[src/pkg/move_exec_params.svh]
// Purpose: Constants shared by the literal and indirect move execution logic.
// Assumes: Included by bare name from the interface, the design modules and the verification files.
// Notes: Definitions only; no logic lives here.
`ifndef MOVE_EXEC_PARAMS_SVH
`define MOVE_EXEC_PARAMS_SVH

// Pointer update mode encodings.
`define MODE_PRE_INC 2'h0
`define MODE_PRE_DEC 2'h1
`define MODE_POST_INC 2'h2
`define MODE_POST_DEC 2'h3

// Field widths.
`define PTR_W 16
`define DATA_W 8
`define BANK_W 6
`define PAGE_W 7
`define OFFSET_W 6
`define PTR_COUNT 2

// Reset values.
`define PTR_RESET 16'h0000
`define ACC_RESET 8'h00
`define BANK_RESET 6'h00
`define PAGE_RESET 7'h00

`endif

[src/pkg/move_exec_pkg.sv]
// Purpose: Types shared by the move execution logic.
// Assumes: Decoding of the raw instruction word happens upstream.
// Notes: Mode codes and widths live in the params header.
package move_exec_pkg;
	// Instruction selected by the upstream decoder.
	typedef enum logic [2:0] {
		OP_NONE,
		OP_LOAD_VIA_POINTER,
		OP_LOAD_BANK_LITERAL,
		OP_LOAD_PAGE_LITERAL,
		OP_LOAD_ACC_LITERAL
	} op_t;
endpackage

[src/pkg/pointer_if.sv]
// Purpose: Carries update, write and value signals between executor and pointer file.
// Assumes: All signals belong to the ref_clk domain.
// Notes: An update has priority over a plain write to the same pointer.
`include "move_exec_params.svh"
interface pointer_if;
	logic sel;
	logic upd_en;
	logic upd_inc;
	logic wr_en;
	logic wr_sel;
	logic [`PTR_W-1:0] wr_data;
	logic [`PTR_W-1:0] value [0:`PTR_COUNT-1];

	modport exec (output sel, output upd_en, output upd_inc, output wr_en, output wr_sel,
		output wr_data, input value);
	modport unit (input sel, input upd_en, input upd_inc, input wr_en, input wr_sel,
		input wr_data, output value);
endinterface

[src/rtl/literal_indirect_move_exec.sv]
// Purpose: Executes load-via-pointer and the three literal load instructions.
// Assumes: An upstream decoder presents one decoded instruction with instr_valid.
// Notes: Literal loads finish at the accept edge; the pointer load takes three cycles.
`include "move_exec_params.svh"
module literal_indirect_move_exec (
	input wire logic ref_clk,
	input wire logic rst,
	input wire logic instr_valid,
	output logic instr_ready,
	input wire move_exec_pkg::op_t instr_op,
	input wire logic ptr_select,
	input wire logic [1:0] update_mode,
	input wire logic offset_form,
	input wire logic [`OFFSET_W-1:0] offset,
	input wire logic [`DATA_W-1:0] literal,
	output logic mem_rd_en,
	output logic [`PTR_W-1:0] mem_addr,
	input wire logic [`DATA_W-1:0] mem_rd_data,
	input wire logic ptr_wr_en,
	input wire logic ptr_wr_sel,
	input wire logic [`PTR_W-1:0] ptr_wr_data,
	output logic [`PTR_W-1:0] pointer0,
	output logic [`PTR_W-1:0] pointer1,
	output logic [`DATA_W-1:0] accumulator,
	output logic [`BANK_W-1:0] bank_select_reg,
	output logic [`PAGE_W-1:0] program_counter_high_latch,
	output logic status_zero,
	output logic instr_done
);
	import move_exec_pkg::*;

	typedef enum logic [1:0] {
		ST_IDLE,
		ST_READ,
		ST_CAPTURE
	} state_t;

	state_t state_q;
	state_t state_d;
	logic [`PTR_W-1:0] addr_q;
	logic [`PTR_W-1:0] addr_d;
	logic rd_en_q;
	logic rd_en_d;
	logic sel_q;
	logic sel_d;
	logic upd_q;
	logic upd_d;
	logic inc_q;
	logic inc_d;
	logic [`DATA_W-1:0] acc_q;
	logic [`DATA_W-1:0] acc_d;
	logic [`BANK_W-1:0] bank_q;
	logic [`BANK_W-1:0] bank_d;
	logic [`PAGE_W-1:0] page_q;
	logic [`PAGE_W-1:0] page_d;
	logic zero_q;
	logic zero_d;
	logic done_q;
	logic done_d;

	// Pointer file shared with other logic; an update from this block beats their write.
	// Keeping the pointers here means the next instruction sees the moved value at once.
	pointer_if ptr_bus ();

	pointer_unit u_pointers (
		.ref_clk(ref_clk),
		.rst(rst),
		.bus(ptr_bus)
	);

	// Instruction handshake and opcode decode.
	wire idle = (state_q == ST_IDLE);
	wire accept = instr_valid && idle;
	wire is_ptr_load = accept && (instr_op == OP_LOAD_VIA_POINTER);
	wire is_bank_lit = accept && (instr_op == OP_LOAD_BANK_LITERAL);
	wire is_page_lit = accept && (instr_op == OP_LOAD_PAGE_LITERAL);
	wire is_acc_lit = accept && (instr_op == OP_LOAD_ACC_LITERAL);
	wire capture = (state_q == ST_CAPTURE);

	// The held pointer is read directly from the pointer file at the accept edge.
	// A write landing on that same edge is too late for this address; it was fixed at take.
	wire [`PTR_W-1:0] base_ptr = ptr_bus.value[ptr_select];

	// Offset is sign-extended; the 16-bit sum wraps just like the pointer itself.
	wire [`PTR_W-1:0] offset_ext = {{(`PTR_W-`OFFSET_W){offset[`OFFSET_W-1]}}, offset};
	wire [`PTR_W-1:0] addr_plus = 16'(base_ptr + 16'h0001);
	wire [`PTR_W-1:0] addr_minus = 16'(base_ptr - 16'h0001);
	wire [`PTR_W-1:0] addr_offset = 16'(base_ptr + offset_ext);

	// Mode decode: pre modes address the moved pointer, post modes the old one.
	wire mode_pre_inc = (update_mode == `MODE_PRE_INC);
	wire mode_pre_dec = (update_mode == `MODE_PRE_DEC);
	wire mode_inc = (update_mode == `MODE_PRE_INC) || (update_mode == `MODE_POST_INC);
	wire [`PTR_W-1:0] eff_addr = offset_form ? addr_offset
		: mode_pre_inc ? addr_plus
		: mode_pre_dec ? addr_minus
		: base_ptr;

	// Sequencer: accept, drive the read, capture the returned byte.
	always_comb begin
		state_d = state_q;
		case (state_q)
			ST_IDLE: begin
				if (is_ptr_load) begin
					state_d = ST_READ;
				end
			end
			ST_READ: begin
				state_d = ST_CAPTURE;
			end
			ST_CAPTURE: begin
				state_d = ST_IDLE;
			end
			default: begin
				state_d = ST_IDLE;
			end
		endcase
	end

	// The read request is a registered strobe so the address and enable line up.
	assign rd_en_d = is_ptr_load;
	assign addr_d = is_ptr_load ? eff_addr : addr_q;

	// Remember which pointer moves and which way; offset form never moves it.
	assign sel_d = is_ptr_load ? ptr_select : sel_q;
	assign upd_d = is_ptr_load ? !offset_form : upd_q;
	assign inc_d = is_ptr_load ? mode_inc : inc_q;

	// Accumulator takes the literal whole, or the fetched byte at capture.
	assign acc_d = is_acc_lit ? literal
		: capture ? mem_rd_data
		: acc_q;

	// Upper literal bits are expected zero, so they are simply dropped here.
	assign bank_d = is_bank_lit ? literal[`BANK_W-1:0] : bank_q;
	assign page_d = is_page_lit ? literal[`PAGE_W-1:0] : page_q;

	// Only the pointer load touches the zero flag; literal loads leave it.
	// Holding the flag costs a mux, but code that tests it after a literal load stays valid.
	assign zero_d = capture ? (mem_rd_data == 8'h00) : zero_q;

	// Completion pulse: literal loads at accept, pointer load at capture.
	// An empty opcode is taken but never reports completion, since nothing was done.
	assign done_d = is_bank_lit || is_page_lit || is_acc_lit || capture;

	// Pointer update is issued on the capture cycle, so it lands on the same edge as the data.
	assign ptr_bus.sel = sel_q;
	assign ptr_bus.upd_en = capture && upd_q;
	assign ptr_bus.upd_inc = inc_q;
	assign ptr_bus.wr_en = ptr_wr_en;
	assign ptr_bus.wr_sel = ptr_wr_sel;
	assign ptr_bus.wr_data = ptr_wr_data;

	// Control state.
	// Reset returns to idle, so ready is high as soon as reset is released.
	always_ff @(posedge ref_clk) begin
		if (rst) begin
			state_q <= ST_IDLE;
			rd_en_q <= 1'b0;
			done_q <= 1'b0;
		end else begin
			state_q <= state_d;
			rd_en_q <= rd_en_d;
			done_q <= done_d;
		end
	end

	// Pending pointer-load context.
	// It lingers between loads, which is harmless: the update only fires in the capture state.
	always_ff @(posedge ref_clk) begin
		if (rst) begin
			addr_q <= `PTR_RESET;
			sel_q <= 1'b0;
			upd_q <= 1'b0;
			inc_q <= 1'b0;
		end else begin
			addr_q <= addr_d;
			sel_q <= sel_d;
			upd_q <= upd_d;
			inc_q <= inc_d;
		end
	end

	// Architectural registers written by these instructions.
	always_ff @(posedge ref_clk) begin
		if (rst) begin
			acc_q <= `ACC_RESET;
			bank_q <= `BANK_RESET;
			page_q <= `PAGE_RESET;
			zero_q <= 1'b0;
		end else begin
			acc_q <= acc_d;
			bank_q <= bank_d;
			page_q <= page_d;
			zero_q <= zero_d;
		end
	end

	// Ready is combinational so a new instruction can follow the done pulse directly.
	assign instr_ready = idle;
	assign mem_rd_en = rd_en_q;
	assign mem_addr = addr_q;
	assign pointer0 = ptr_bus.value[0];
	assign pointer1 = ptr_bus.value[1];
	assign accumulator = acc_q;
	assign bank_select_reg = bank_q;
	assign program_counter_high_latch = page_q;
	assign status_zero = zero_q;
	assign instr_done = done_q;
endmodule

[src/rtl/pointer_unit.sv]
// Purpose: Holds the two 16-bit pointer registers.
// Assumes: Synchronous active-high reset on ref_clk.
// Notes: Arithmetic is modulo 2^16, so the pointers wrap at both ends.
`include "move_exec_params.svh"
module pointer_unit (
	input wire logic ref_clk,
	input wire logic rst,
	pointer_if.unit bus
);
	import move_exec_pkg::*;

	genvar i;
	generate
		for (i = 0; i < `PTR_COUNT; i++) begin : g_ptr
			logic [`PTR_W-1:0] ptr_q;
			logic [`PTR_W-1:0] ptr_d;
			logic hit_upd;
			logic hit_wr;
			// Decode which request targets this pointer; the update wins a collision.
			assign hit_upd = bus.upd_en && (bus.sel == 1'(i));
			assign hit_wr = bus.wr_en && (bus.wr_sel == 1'(i));
			assign ptr_d = hit_upd ? (bus.upd_inc ? 16'(ptr_q + 16'h0001)
				: 16'(ptr_q - 16'h0001)) : (hit_wr ? bus.wr_data : ptr_q);
			// One register per pointer.
			always_ff @(posedge ref_clk) begin
				if (rst) begin
					ptr_q <= `PTR_RESET;
				end else begin
					ptr_q <= ptr_d;
				end
			end
			assign bus.value[i] = ptr_q;
		end
	endgenerate
endmodule

[config.mk]
export PLATFORM = sky130hd
export DESIGN_NAME = literal_indirect_move_exec
export DESIGN_NICKNAME = d
export VERILOG_FILES = /design/src/pkg/move_exec_pkg.sv /design/src/pkg/pointer_if.sv /design/src/rtl/literal_indirect_move_exec.sv /design/src/rtl/pointer_unit.sv
export VERILOG_INCLUDE_DIRS = /design/src /design/src/pkg
export SDC_FILE = /design/constraint.sdc
export NUM_CORES = 1
export LEC_CHECK = 0
export BUFFER_PORTS_ARGS = -buffer_cell sky130_fd_sc_hd__buf_4
export CAP_MARGIN = 20
export CELL_PAD_IN_SITES_DETAIL_PLACEMENT = 0
export CELL_PAD_IN_SITES_GLOBAL_PLACEMENT = 1
export CORE_ASPECT_RATIO = 2
export CORE_MARGIN = 2
export CORE_UTILIZATION = 45
export DETAILED_ROUTE_END_ITERATION = 16
export GPL_TIMING_DRIVEN = 1
export HOLD_SLACK_MARGIN = 0.06
export PLACE_DENSITY_LB_ADDON = 0.1
export RECOVER_POWER = 25
export SYNTH_ARGS = -nofsm -noshare
export SYNTH_HDL_FRONTEND = slang
export SYNTH_SLANG_ARGS = --single-unit
[constraint.sdc]
create_clock -name ref_clk -period 7.65 [get_ports ref_clk]
set_input_delay 0.765 -clock ref_clk [delete_from_list [all_inputs] [get_ports ref_clk]]
set_output_delay 0.765 -clock ref_clk [all_outputs]
set_load 0.005 [all_outputs]
==> Word-level counts from Yosys, hierarchy flattened <==
Index checks and enable logic that the tools add are counted.
{ "word_totals": {"register_bits": 77, "input_bits": 50, "out_inout_bits": 73} }
{ "classes": {"add_sub_neg": 7, "order_cmp": 1, "eq_ne": 9, "muxes": 16, "bitwise_logic": 3, "n_reduce_logical": 21} }
{ "op_table": {"columns": ["op", "n"], "rows": [
  ["2-to-1 mux 16 bit", 12],
  ["adder 16 x 1 -> 16 bit, second input constant", 3],
  ["subtractor 16 x 1 -> 16 bit, second input constant", 3],
  ["adder 16 bit", 1],
  ["2-to-1 mux 8 bit", 2],
  ["logical AND 1 bit", 10],
  ["zero test 8 bit", 1],
  ["== test 3 x 2 -> 1 bit, second input constant", 2],
  ["nonzero test 2 bit", 3],
  ["== test 2 x 1 -> 1 bit, second input constant", 2],
  ["== test 2 bit, second input constant", 2],
  ["zero test 2 bit", 2],
  ["logical OR 1 bit", 4],
  ["case mux 2 bit (2 select lines)", 1],
  ["== test 3 x 1 -> 1 bit, second input constant", 1],
  ["== test 3 bit, second input constant", 1],
  ["greater-or-equal comparator 2 bit, second input constant", 1],
  ["2-to-1 mux 2 bit", 1],
  ["!= test 2 x 1 -> 1 bit, second input constant", 1],
  ["inverter 1 bit", 2],
  ["inverter 1 -> 2 bit", 1],
  ["zero test 1 bit", 1]
]} }

==> Depth between registers and ports, before layout <==
Gate-level depths: netlist (run 1).
{ "logic_depth": {"depth_word": 8, "depth_mapped": 12, "mapped_depth_nobuf": 11} }

==> By module <==
Synthesis (run 1) repeated with hierarchy kept, for this count alone.
{ "hier_totals": {"cells_unflattened": 761, "area_unflattened_um2": 6190.9} }
{ "by_module_without_submodules": {"columns": ["mod", "n_inst", "cells_each", "area_per_inst_um2"], "rows": [
  ["literal_indirect_move_exec", 1, 419, 3375.7],
  ["pointer_unit", 1, 342, 2815.2]
]} }

==> Worst setup path before layout (run 1) <==
OpenSTA, ideal clock, no wires.
{ "synth_timing": {"path_type": "input port to flip-flop", "from": "input port ptr_select", "to": "register addr_q[14], in the netlist mem_addr[14]", "setup_ps": 121, "t_arrival_ps": 3421, "required_ps": 7529, "path_slack_ps": 4108, "stages": 12, "n_path_buf": 1, "path_cell_list": "buf_6 > mux2i_1 > inv_1 > ha_1 > fa_1 > a21oi_1 > o211ai_1 > o41ai_2 > o21ai_0 > o41ai_1 > mux2i_1 > o31ai_1"} }
{ "synth_between": {"elab_chain_cells": 8, "elab_cells_between_ends": 10, "classes_between": "3 x add/sub; 6 x mux; 1 x bitwise"} }
{ "synth_lines": {"columns": ["element", "line_no", "text"], "rows": [
  ["start: declaration", "literal_indirect_move_exec.sv:11", "input wire logic ptr_select,"],
  ["inverter 1 -> 2 bit (implied by the code) (*)", "literal_indirect_move_exec.sv:82", "wire [`PTR_W-1:0] base_ptr = ptr_bus.value[ptr_select];"],
  ["2-to-1 mux 16 bit (implied by the code) (*) (3 in a row)", "literal_indirect_move_exec.sv:82", null],
  ["subtractor 16 x 1 -> 16 bit", "literal_indirect_move_exec.sv:87", "wire [`PTR_W-1:0] addr_minus = 16'(base_ptr - 16'h0001);"],
  ["2-to-1 mux 16 bit", "literal_indirect_move_exec.sv:96", ": mode_pre_dec ? addr_minus"],
  ["2-to-1 mux 16 bit", "literal_indirect_move_exec.sv:95", ": mode_pre_inc ? addr_plus"],
  ["2-to-1 mux 16 bit (*)", "literal_indirect_move_exec.sv:94", "wire [`PTR_W-1:0] eff_addr = offset_form ? addr_offset"],
  ["end signal: assignment", "literal_indirect_move_exec.sv:172", "addr_q <= `PTR_RESET;"],
  ["end signal: assignment", "literal_indirect_move_exec.sv:177", "addr_q <= addr_d;"],
  ["end: declaration", "literal_indirect_move_exec.sv:40", "logic [`PTR_W-1:0] addr_q;"]
]} }
Mark *: on every way between the ends. The rest lies on a longest branch, timed or not. The select of a mux whose other input is x is not followed.
A chain may end at the register's enable or synchronous reset.

==> Worst setup path after layout (run 1) <==
Same ends and word-level chain as after synthesis.

==> results of run 1 <==
stage by stage:
stage          total power [W]  setup WS [ns]   util
2_1_floorplan         0.000686           4.11      -
3_3_place_gp          0.000786           3.48  0.531
3_5_place_dp          0.000792           3.36  0.531
4_1_cts                0.00121           3.69  0.552
5_1_grt                0.00127           3.40  0.549
6_report               0.00120           3.67  0.549
power groups by stage:
stage / Clock, W / Combinational, W / Sequential, W
2_1_floorplan: 0 / 0.000246 / 0.000440
3_3_place_gp: 0 / 0.000341 / 0.000445
3_5_place_dp: 0 / 0.000347 / 0.000446
4_1_cts: 0.000428 / 0.000349 / 0.000436
5_1_grt: 0.000442 / 0.000386 / 0.000438
6_report: 0.000417 / 0.000348 / 0.000436
tightest hold or removal path: stages, from the launching register on:
cell     delay (ns)
dfxtp_1        0.31
nand2_1        0.05
a21oi_1        0.05
cell usage in the layout (no fill, tap or decap), types with 4 or more instances in the layout:
cell	count
clkbuf_4	23
inv_6	4
nand3b_1	4
a211oi_1	45
xor2_1	18
mux2i_1	51
mux2_2	6
o31ai_1	5
a22o_1	4
nand3_1	29
o21ai_0	22
ha_1	45
mux2i_2	4
or3_1	9
dfxtp_1	77
and3_1	10
nor3_1	19
o21a_1	6
o21bai_1	7
a21oi_1	46
nor4_1	6
buf_4	91
a21o_1	11
and2_1	5
xnor2_1	26
nand4_1	10
nor2_1	91
a31oi_1	9
a311oi_1	13
o211ai_1	6
clkbuf_1	12
clkbuf_16	9
nand2_1	56
inv_1	20
area by class of cell:
class	count	share of cell area
inverters	21	0.0107
well taps	155	0.0263
flip-flops and latches	77	0.209
clock buffers	9	0.0305
multi-input cells	621	0.593
repair buffers	126	0.122
clock inverters	7	0.00830
cells by family after synthesis:
kind of cell	synth area share
DFF	0.251
adders and majority gates	0.101
AOI/OAI and AO/OA	0.233
and+or+nand+nor	0.207
xor gates and xnor gates	0.0626
buffers and inverters	0.0388
muxes	0.107
worst max-delay path by stage:
stage               slack (ns)                         to  depth (start not counted)       start
floorplan                 4.11  mem_addr[14]$_SDFFE_PP0P_                         12  ptr_select
global placement          3.48  mem_addr[14]$_SDFFE_PP0P_                         12  ptr_select
detailed placement        3.36  mem_addr[14]$_SDFFE_PP0P_                         12  ptr_select
CTS                       3.69  mem_addr[14]$_SDFFE_PP0P_                         12  ptr_select
global route              3.40  mem_addr[14]$_SDFFE_PP0P_                         12  ptr_select
finish                    3.67  mem_addr[14]$_SDFFE_PP0P_                         12  ptr_select
per-layer routing:
layer / vias up / global-route usage / routed length (um)
met1: 2846 / 0.248 / 6690
li1: 3028 / - / -
met5: - / 0 / 0
met2: 165 / 0.484 / 10100
met3: 47 / 0.0340 / 629
met4: 0 / 0.115 / 718
==> flow_summary.yaml, run 1 <==
power:
  clockPowerShare: 0.347
  power_leakage_nw: 3.16
  vdd_drop_max_mv: 0.116
  powerDensity_nw_per_um2: 163
  comb_power_share: 0.290
  pwr-share-seq: 0.363
  p_switching_w: 0.000399
  internal_power_w: 0.000802
  swShare: 0.332
critical_path:
  crit_top_cell: "mux2i_1"
  crit_family: "compound AO/OA/AOI/OAI gates"
  worstPathRequired_ns: 7.91
  crit_chain: "buf_4 > mux2i_1 > inv_1 > ha_1 > fa_1 > a21oi_1 > o211ai_1 > o41ai_2 > o21ai_0 > o41ai_1 > mux2i_1 > o31ai_1"
  critPathKind: "in2reg"
  crit-reg2reg-launch: "u_pointers.g_ptr[1].ptr_q[0]$_SDFFE_PP0P_"
  startpoint_type: "primary input"
  crit_arrival_ns: 4.24
  slowest_stage: "mux2i_1"
  end_kind: "flip-flop"
  r2r_end: "mem_addr[14]$_SDFFE_PP0P_"
  rrSetupSlack_ns: 4.05
  cp.buffers_inverters: 2
  path_max_fanout: 28
  rr_worst_depth: 11
  max_stage_delay_ns: 0.51
cells_and_area:
  fin_cells: 1016
  antenna-diode-count: 0
  largest_reg_flops: 32
  final_area_sq_um: 7380
  finalNetCount: 954
  multiInputGateArea_sq_um: 4380
  top_register: "u_pointers.g_ptr.ptr_q"
  area_growth_pct: 20.0
  regArea_sq_um: 1540
  fillCellCount: 1327
  drive_above_1_share: 0.185
worst_hold_path:
  holdPathStages: 2
  hp-start: "mem_addr[0]$_SDFFE_PP0P_"
  holdCritPathClass: "reg2reg"
  min_to: "mem_addr[0]$_SDFFE_PP0P_"
sta:
  setup_viol: 0
  fin_crit_ns: 3.98
  slew_violations: 82
  hold_violations: 0
  finalSetupTns_ns: 0
  rsz0062_at_grt: "no"
  worst_pin_slew_ns: 3.52
  whs_ns: 0.462
  max-slew-margin-rel: -1.35
  fmax_ghz: 0.251
  period_share: 0.520
  skew_ns: 0.0121
logic_synthesis:
  synthFlopType: "dfxtp_1"
  async_reset_ff_frac: 0
  yosysSeqAreaShare: 0.251
  synth_commonest_cells: "91 x nor2_1, 77 x dfxtp_1, 56 x nand2_1"
  syn_area_per_cell_sq_um: 8.17
  synth_fp_nets: 851
  yosysUniqueCellTypes: 73
  yosysWarnings: 0
  synth-seq-cells: 77
  syn_inst: 753
  yosys-top-cells-area: "dfxtp_1 25%, ha_1 9.2%, mux2i_1 8.3%, nor2_1 5.6%, a211oi_1 5.5%"
  yosysMostFrequentCell: "nor2_1"
  synth_edf_count: 0
  synth_top_area_cell: "dfxtp_1"
  synth_area_sq_um: 6150
  yosysTopAreaCellShare: 0.251
floorplanning:
  core_area_sq_um: 13400
  die_w_um: 86.7
  io_pins: 123
  num_rows: 60
  die_h_um: 169
  die_area_sq_um: 14700
  start_util: 0.458
run_status:
  outcome: "finished, violations left"
  violations: "capacitance limit, slew limit"
clock_network:
  ctsResizeCount: 0
  post_cts_buffers: 0
  cts_tree: "done"
  cts_root_buf: "clkbuf_16"
  clkSlewWorstSetupHoldPaths_ns: 0.06
  cts_buffers: 9
  htree_levels: 3
  clock_sinks: 77
  clk_latency_ns: 0.35
  clockBufferDepth: 2
  cts_hold_buf: 0
placement:
  placedCellCount: 999
  io_buffers: 122
  place.gp.congestion: 0.952
  dp_hpwl_um: 14200
  placed_cell_area_sq_um: 7130
routing:
  first_pass_iters: 5
  post_drt_via_cell_ratio: 5.99
  drt-total-wl_um: 18200
  first_iter_violations: 215
  antenna_left: 0
  wl_per_cell_um: 17.9
  vias: 6086
  drc: 0
global_routing:
  grt_use_total: 0.248
  grt-ovfl-total: 0
  grt_max_degree: 82
  antenna_found_initial: 0
  grt_pass1_vias: 6130
  grt_pass1_wl_um: 29300
flow_run:
  drv_cap: 1
Power figures use the tool's default switching activity.
==> run 2: changes to the inputs <==
--- a/config.mk
+++ b/config.mk
@@ -6,13 +6,14 @@
 export SDC_FILE = /design/constraint.sdc
 export NUM_CORES = 1
 export LEC_CHECK = 0
+export ABC_AREA = 1
 export BUFFER_PORTS_ARGS = -buffer_cell sky130_fd_sc_hd__buf_4
 export CAP_MARGIN = 20
 export CELL_PAD_IN_SITES_DETAIL_PLACEMENT = 0
 export CELL_PAD_IN_SITES_GLOBAL_PLACEMENT = 1
 export CORE_ASPECT_RATIO = 2
 export CORE_MARGIN = 2
-export CORE_UTILIZATION = 45
+export CORE_UTILIZATION = 35
 export DETAILED_ROUTE_END_ITERATION = 16
 export GPL_TIMING_DRIVEN = 1
 export HOLD_SLACK_MARGIN = 0.06
==> constraint.sdc (replaced) <==
create_clock -name ref_clk -period 3.5 [get_ports ref_clk]
set_input_delay 0.35 -clock ref_clk [delete_from_list [all_inputs] [get_ports ref_clk]]
set_output_delay 0.35 -clock ref_clk [all_outputs]
set_load 0.005 [all_outputs]
==> run 2 against run 1 <==
Net effect:
- the flow still finishes with violations (capacitance limit, slew limit)
- largest power group is now clock
- clock-buffer cell count up 2
- wire length up 43%
- total power up 130%
- core utilization down 12 points
- sequential power up 120%
- synthesized cell count up 38%
- critical path type is now reg2reg
- setup slack worse by 3.1 ns
- worst hold slack worse by 0.22 ns
- non-clock buffer count up 10
- via count up 20%
==> flow_summary.yaml, run 2 <==
run_status:
  outcome: "finished, violations left"
  violations: "capacitance limit, slew limit"
clock_network:
  cts_tree: "done"
  clkSlewWorstSetupHoldPaths_ns: 0.07
  htree_levels: 3
  clock_sinks: 77
  cts_root_buf: "clkbuf_16"
  clockBufferDepth: 2
  clk_latency_ns: 0.35
  ctsResizeCount: 0
  cts_hold_buf: 0
  cts_buffers: 9
  post_cts_buffers: 0
sta:
  fin_crit_ns: 2.93
  period_share: 0.836
  finalSetupTns_ns: 0
  worst_pin_slew_ns: 2.47
  max-slew-margin-rel: -0.644
  whs_ns: 0.237
  fmax_ghz: 0.342
  rsz0062_at_grt: "no"
  setup_viol: 0
  setup_ws_ns: 0.574
  slew_violations: 43
  skew_ns: 0.00974
  hold_violations: 0
global_routing:
  grt_pass1_vias: 7457
  grt_max_degree: 43
  grt_pass1_wl_um: 39400
  grt-ovfl-total: 0
  antenna_found_initial: 0
  grt_use_total: 0.264
power:
  powerDensity_nw_per_um2: 354
  vdd_drop_max_mv: 0.265
  power_leakage_nw: 3.88
  p_total_w: 0.00280
routing:
  wl_per_cell_um: 18.8
  antenna_left: 0
  drc: 0
  first_pass_iters: 4
  first_iter_violations: 347
  post_drt_via_cell_ratio: 5.28
  vias: 7284
  drt-total-wl_um: 25900
critical_path:
  crit_top_cell: "nand2_1"
  startpoint_type: "flip-flop"
  crit_arrival_ns: 3.05
  crit-reg2reg-launch: "inc_q$_SDFFE_PP0P_"
  path_max_fanout: 25
  rr_worst_depth: 13
  cp.buffers_inverters: 2
  critPathKind: "reg2reg"
  worstPathRequired_ns: 3.62
  end_kind: "flip-flop"
  slowest_stage: "inv_1"
  max_stage_delay_ns: 0.76
  crit_family: "buffers and inverters"
  r2r_end: "u_pointers.g_ptr[0].ptr_q[14]$_SDFFE_PP0P_"
  crit_chain: "inv_1 > buf_4 > ha_1 > nand3_1 > nand2_1 > nand3_1 > nand2_1 > nand3_1 > nand2_1 > nand2_1 > nand2_1 > o21ai_0 > a21oi_1"
  rrSetupSlack_ns: 0.57
placement:
  dp_hpwl_um: 21000
  place.gp.congestion: 0.934
  io_buffers: 122
  place_ws_ns: 0.615
  placedCellCount: 1364
logic_synthesis:
  synth_area_sq_um: 6500
  synth_commonest_cells: "281 x nand2_1, 109 x inv_1, 89 x a21oi_1, 89 x nor2_1, 88 x o21ai_0"
  syn_inst: 1042
  yosysUniqueCellTypes: 44
  synthFlopType: "dfxtp_1"
  yosysSeqAreaShare: 0.237
  yosysWarnings: 0
  synth-seq-cells: 77
  yosys-top-cells-area: "dfxtp_1 24%, nand2_1 16%, ha_1 8.7%, a21oi_1 6.9%, o21ai_0 6.8%"
  synth_edf_count: 0
  synth_top_area_cell: "dfxtp_1"
  async_reset_ff_frac: 0
  syn_area_per_cell_sq_um: 6.24
  yosysMostFrequentCell: "nand2_1"
  synth_fp_nets: 1140
  yosysTopAreaCellShare: 0.237
worst_hold_path:
  hp-start: "literal[6]"
  holdCritPathClass: "in2reg"
  holdPathStages: 3
  min_to: "program_counter_high_latch[6]$_SDFFE_PP0P_"
cells_and_area:
  antenna-diode-count: 0
  area_growth_pct: 21.8
  finalNetCount: 1257
  mostFrequentLayoutCell: "nand2_1"
  top_register: "u_pointers.g_ptr.ptr_q"
  drive_above_1_share: 0.155
  largest_reg_flops: 32
  final_cell_mix: "281 x nand2_1, 109 x inv_1, 99 x buf_4"
  fin_cells: 1380
floorplanning:
  start_util: 0.357
  die_area_sq_um: 19700
  die_h_um: 197
  core_area_sq_um: 18200
  die_w_um: 100
  num_rows: 70
  io_pins: 123
flow_run:
  drv_cap: 1
## run 2: cell count changes after synthesis, moves of 22 or more
cell / change
o21ai_0: +66
a21oi_1: +43
xnor2_1: -22
nand3_1: +58
a211oi_1: -45
inv_1: +89
mux2i_1: -51
nand2_1: +225
## run 2: final cells by class
| type | instances | area [sq um] |
|---|---|---|
| Clock buffer | 11 | 233 |
| Clock inverter | 5 | 60.1 |
| Fill cell | 2061 | 10300 |
| Inverter | 112 | 425 |
| Multi-Input combinational cell | 823 | 4380 |
| Sequential cell | 77 | 1540 |
| Tap cell | 216 | 270 |
| Timing Repair Buffer | 136 | 1010 |
## run 2: worst max-delay path by stage
stage                       start                                         end  cells past startpoint
3_3_place_gp           ptr_select                   mem_addr[15]$_SDFFE_PP0P_                     15
2_1_floorplan  inc_q$_SDFFE_PP0P_   u_pointers.g_ptr[0].ptr_q[9]$_SDFFE_PP0P_                     11
3_5_place_dp           ptr_select                   mem_addr[15]$_SDFFE_PP0P_                     15
6_report       inc_q$_SDFFE_PP0P_  u_pointers.g_ptr[0].ptr_q[14]$_SDFFE_PP0P_                     13
4_1_cts        inc_q$_SDFFE_PP0P_  u_pointers.g_ptr[0].ptr_q[14]$_SDFFE_PP0P_                     13
5_1_grt        inc_q$_SDFFE_PP0P_  u_pointers.g_ptr[0].ptr_q[14]$_SDFFE_PP0P_                     13
## run 2: kinds of logic (layout without fill, tap and decap cells)
| family | after synthesis | count (layout) | share of synthesized area |
|---|---|---|---|
| buf+inv | 142 | 264 | 0.0893 |
| compound gates | 249 | 249 | 0.217 |
| fa+ha+maj | 48 | 48 | 0.0959 |
| xor+xnor | 21 | 21 | 0.0283 |
| simple gates | 505 | 505 | 0.332 |
| flops | 77 | 77 | 0.237 |
## run 2: routing by layer
layer / vias to the layer above / part of all wire / GRT usage
met1: 3339 / 0.34 / 0.234
met2: 161 / 0.58 / 0.544
li1: 3721 / - / -
met5: - / 0 / 0
met3: 63 / 0.029 / 0.0316
met4: 0 / 0.055 / 0.145
## run 2: worst min-delay path, delay by kind of cell
kind / cells / cell delay (ns)
simple gates: 2 / 0.11
buf+inv: 1 / 0.08
## run 2: power breakdown
part	switching (W)	internal, W
clock	0.000428	0.000557
sequential	0.0000394	0.000912
combinational	0.000547	0.000319
## run 2: per-stage QoR
stage,util,area [sq um]
final,0.434,7910
after global routing,0.434,7910
after CTS,0.435,7930
after detailed placement,0.419,7630
after global placement,0.419,7630
after floorplan,-,6500
==> run 3: changes to the inputs <==
--- a/config.mk
+++ b/config.mk
@@ -13,7 +13,7 @@
 export CELL_PAD_IN_SITES_GLOBAL_PLACEMENT = 1
 export CORE_ASPECT_RATIO = 2
 export CORE_MARGIN = 2
-export CORE_UTILIZATION = 35
+export CORE_UTILIZATION = 39
 export DETAILED_ROUTE_END_ITERATION = 16
 export GPL_TIMING_DRIVEN = 1
 export HOLD_SLACK_MARGIN = 0.06
==> constraint.sdc (replaced) <==
create_clock -name ref_clk -period 2.97 [get_ports ref_clk]
set_input_delay 0.297 -clock ref_clk [delete_from_list [all_inputs] [get_ports ref_clk]]
set_output_delay 0.297 -clock ref_clk [all_outputs]
set_load 0.005 [all_outputs]
==> run 3 against run 2 <==
Net effect:
- the flow now finishes without violations
- largest cell class unchanged
- sequential power is 18% higher
- clock skew decreased by 0.0028 ns
- non-clock buffer count is 6 higher
- die area is 10% lower
- register-to-register slack lost 0.16 ns
- clock power grew 29%
- sequential share of layout area is 0.12 points lower
- critical path type unchanged
- maximum frequency grew 15%
- clock-buffer cell count is 1 lower
==> flow_summary.yaml, run 3 (synthesis results as in run 2) <==
cells_and_area:
  antenna-diode-count: 0
  fillCellCount: 1785
  largest_reg_flops: 32
  mostFrequentLayoutCell: "nand2_1"
  top_register: "u_pointers.g_ptr.ptr_q"
  drive_above_1_share: 0.158
  area_growth_pct: 22.5
  final_area_sq_um: 7960
  finalNetCount: 1263
  final_cell_mix: "281 x nand2_1, 109 x inv_1, 106 x buf_4"
clock_network:
  clk_latency_ns: 0.35
  cts_buffers: 9
  cts_root_buf: "clkbuf_16"
  clockBufferDepth: 2
  clock_sinks: 77
  cts_hold_buf: 0
  htree_levels: 3
  clkSlewWorstSetupHoldPaths_ns: 0.06
  cts_tree: "done"
  post_cts_buffers: 0
  ctsResizeCount: 0
placement:
  place_ws_ns: 0.259
  io_buffers: 122
  placed_cell_area_sq_um: 7660
  place.gp.congestion: 0.935
  dp_hpwl_um: 19800
floorplanning:
  core_area_sq_um: 16300
  die_w_um: 95.3
  die_area_sq_um: 17800
  start_util: 0.399
  io_pins: 123
  die_h_um: 187
  num_rows: 66
critical_path:
  crit_chain: "inv_1 > buf_4 > ha_1 > a21oi_1 > o21a_1 > nand2_1 > a21oi_1 > or2_2 > nand3_1 > nand2_1 > a21oi_1"
  slowest_stage: "inv_1"
  end_kind: "flip-flop"
  max_stage_delay_ns: 0.44
  worstPathRequired_ns: 3.18
  crit_family: "buffers and inverters"
  path_max_fanout: 14
  crit_top_cell: "a21oi_1"
  critPathKind: "reg2reg"
  cp.buffers_inverters: 2
  crit_arrival_ns: 2.76
  startpoint_type: "flip-flop"
power:
  vdd_drop_max_mv: 0.267
  power_leakage_nw: 3.92
  powerDensity_nw_per_um2: 428
routing:
  vias: 7304
  drt-total-wl_um: 24400
  post_drt_via_cell_ratio: 5.32
  antenna_left: 0
  first_pass_iters: 5
  drc: 0
  wl_per_cell_um: 17.7
  first_iter_violations: 226
global_routing:
  grt_pass1_vias: 7394
  antenna_found_initial: 0
  grt_max_degree: 43
  grt_use_total: 0.280
  grt_pass1_wl_um: 37800
  grt-ovfl-total: 0
worst_hold_path:
  holdCritPathClass: "in2reg"
sta:
  fmax_ghz: 0.392
  skew_ns: 0.00695
  finalSetupTns_ns: 0
  fin_crit_ns: 2.55
  slew_violations: 0
  setup_ws_ns: 0.418
  worst_pin_slew_ns: 0.726
  period_share: 0.859
  setup_viol: 0
  hold_violations: 0
  rsz0062_at_grt: "no"
  max-slew-margin-rel: 0.514
flow_run:
  drv_cap: 0
run_status:
  outcome: "finished, final reports clean"
run 3: path summary, 6_finish.rpt:
| kind | start | endpoint | slack, ns | cells past startpoint |
|---|---|---|---|---|
| worst min-delay path | literal[2] | program_counter_high_latch[2]$_SDFFE_PP0P_ | 0.19 | 3 |
| worst max-delay path | inc_q$_SDFFE_PP0P_ | u_pointers.g_ptr[0].ptr_q[12]$_SDFFE_PP0P_ | 0.42 | 11 |
| worst max register to register | inc_q$_SDFFE_PP0P_ | u_pointers.g_ptr[0].ptr_q[12]$_SDFFE_PP0P_ | 0.42 | 11 |
| worst min register to register | state_q[1]$_SDFFE_PP0P_ | state_q[1]$_SDFFE_PP0P_ | 0.47 | 1 |
run 3: routing by layer:
layer  track usage  vias to the layer above  routed length [um]
met3        0.0375                       81                 818
met2         0.536                      189               13700
met5             0                        -                   0
met1         0.254                     3296                8080
li1              -                     3738                   -
met4         0.197                        0                1810
run 3: tightest hold or removal path, stage by stage:
cell,delay (ns)
buf_4,0.09
nor2_1,0.04
nor2_1,0.08
run 3: area by class of cell:
| cell class | instances | area (sq um) | share of cell area |
|---|---|---|---|
| clock inverter | 5 | 82.6 | 0.0104 |
| inverter | 112 | 425 | 0.0534 |
| sequential | 77 | 1540 | 0.194 |
| timing repair buffer | 142 | 1040 | 0.131 |
| clock buffer | 10 | 239 | 0.0300 |
| tap | 204 | 255 | 0.0321 |
| multi-input combinational | 823 | 4380 | 0.550 |
run 3: through the flow:
stage / power, W / hold slack [ns] / utilization / std cells
CTS: 0.00342 / 0.180 / 0.491 / 1373
detailed placement: 0.00216 / 0.452 / 0.471 / 1358
floorplan: 0.00180 / 0.387 / - / 1042
global placement: 0.00216 / 0.453 / 0.471 / 1358
global route: 0.00358 / 0.194 / 0.489 / 1373
finish: 0.00341 / 0.190 / 0.489 / 1373
run 3: where the power goes:
part	internal (W)	switching [W]	leakage, nW	total, W
combinational	0.000379	0.000636	3.13	0.00102
clock	0.000761	0.000508	0.159	0.00127
sequential	0.00107	0.0000470	0.628	0.00112
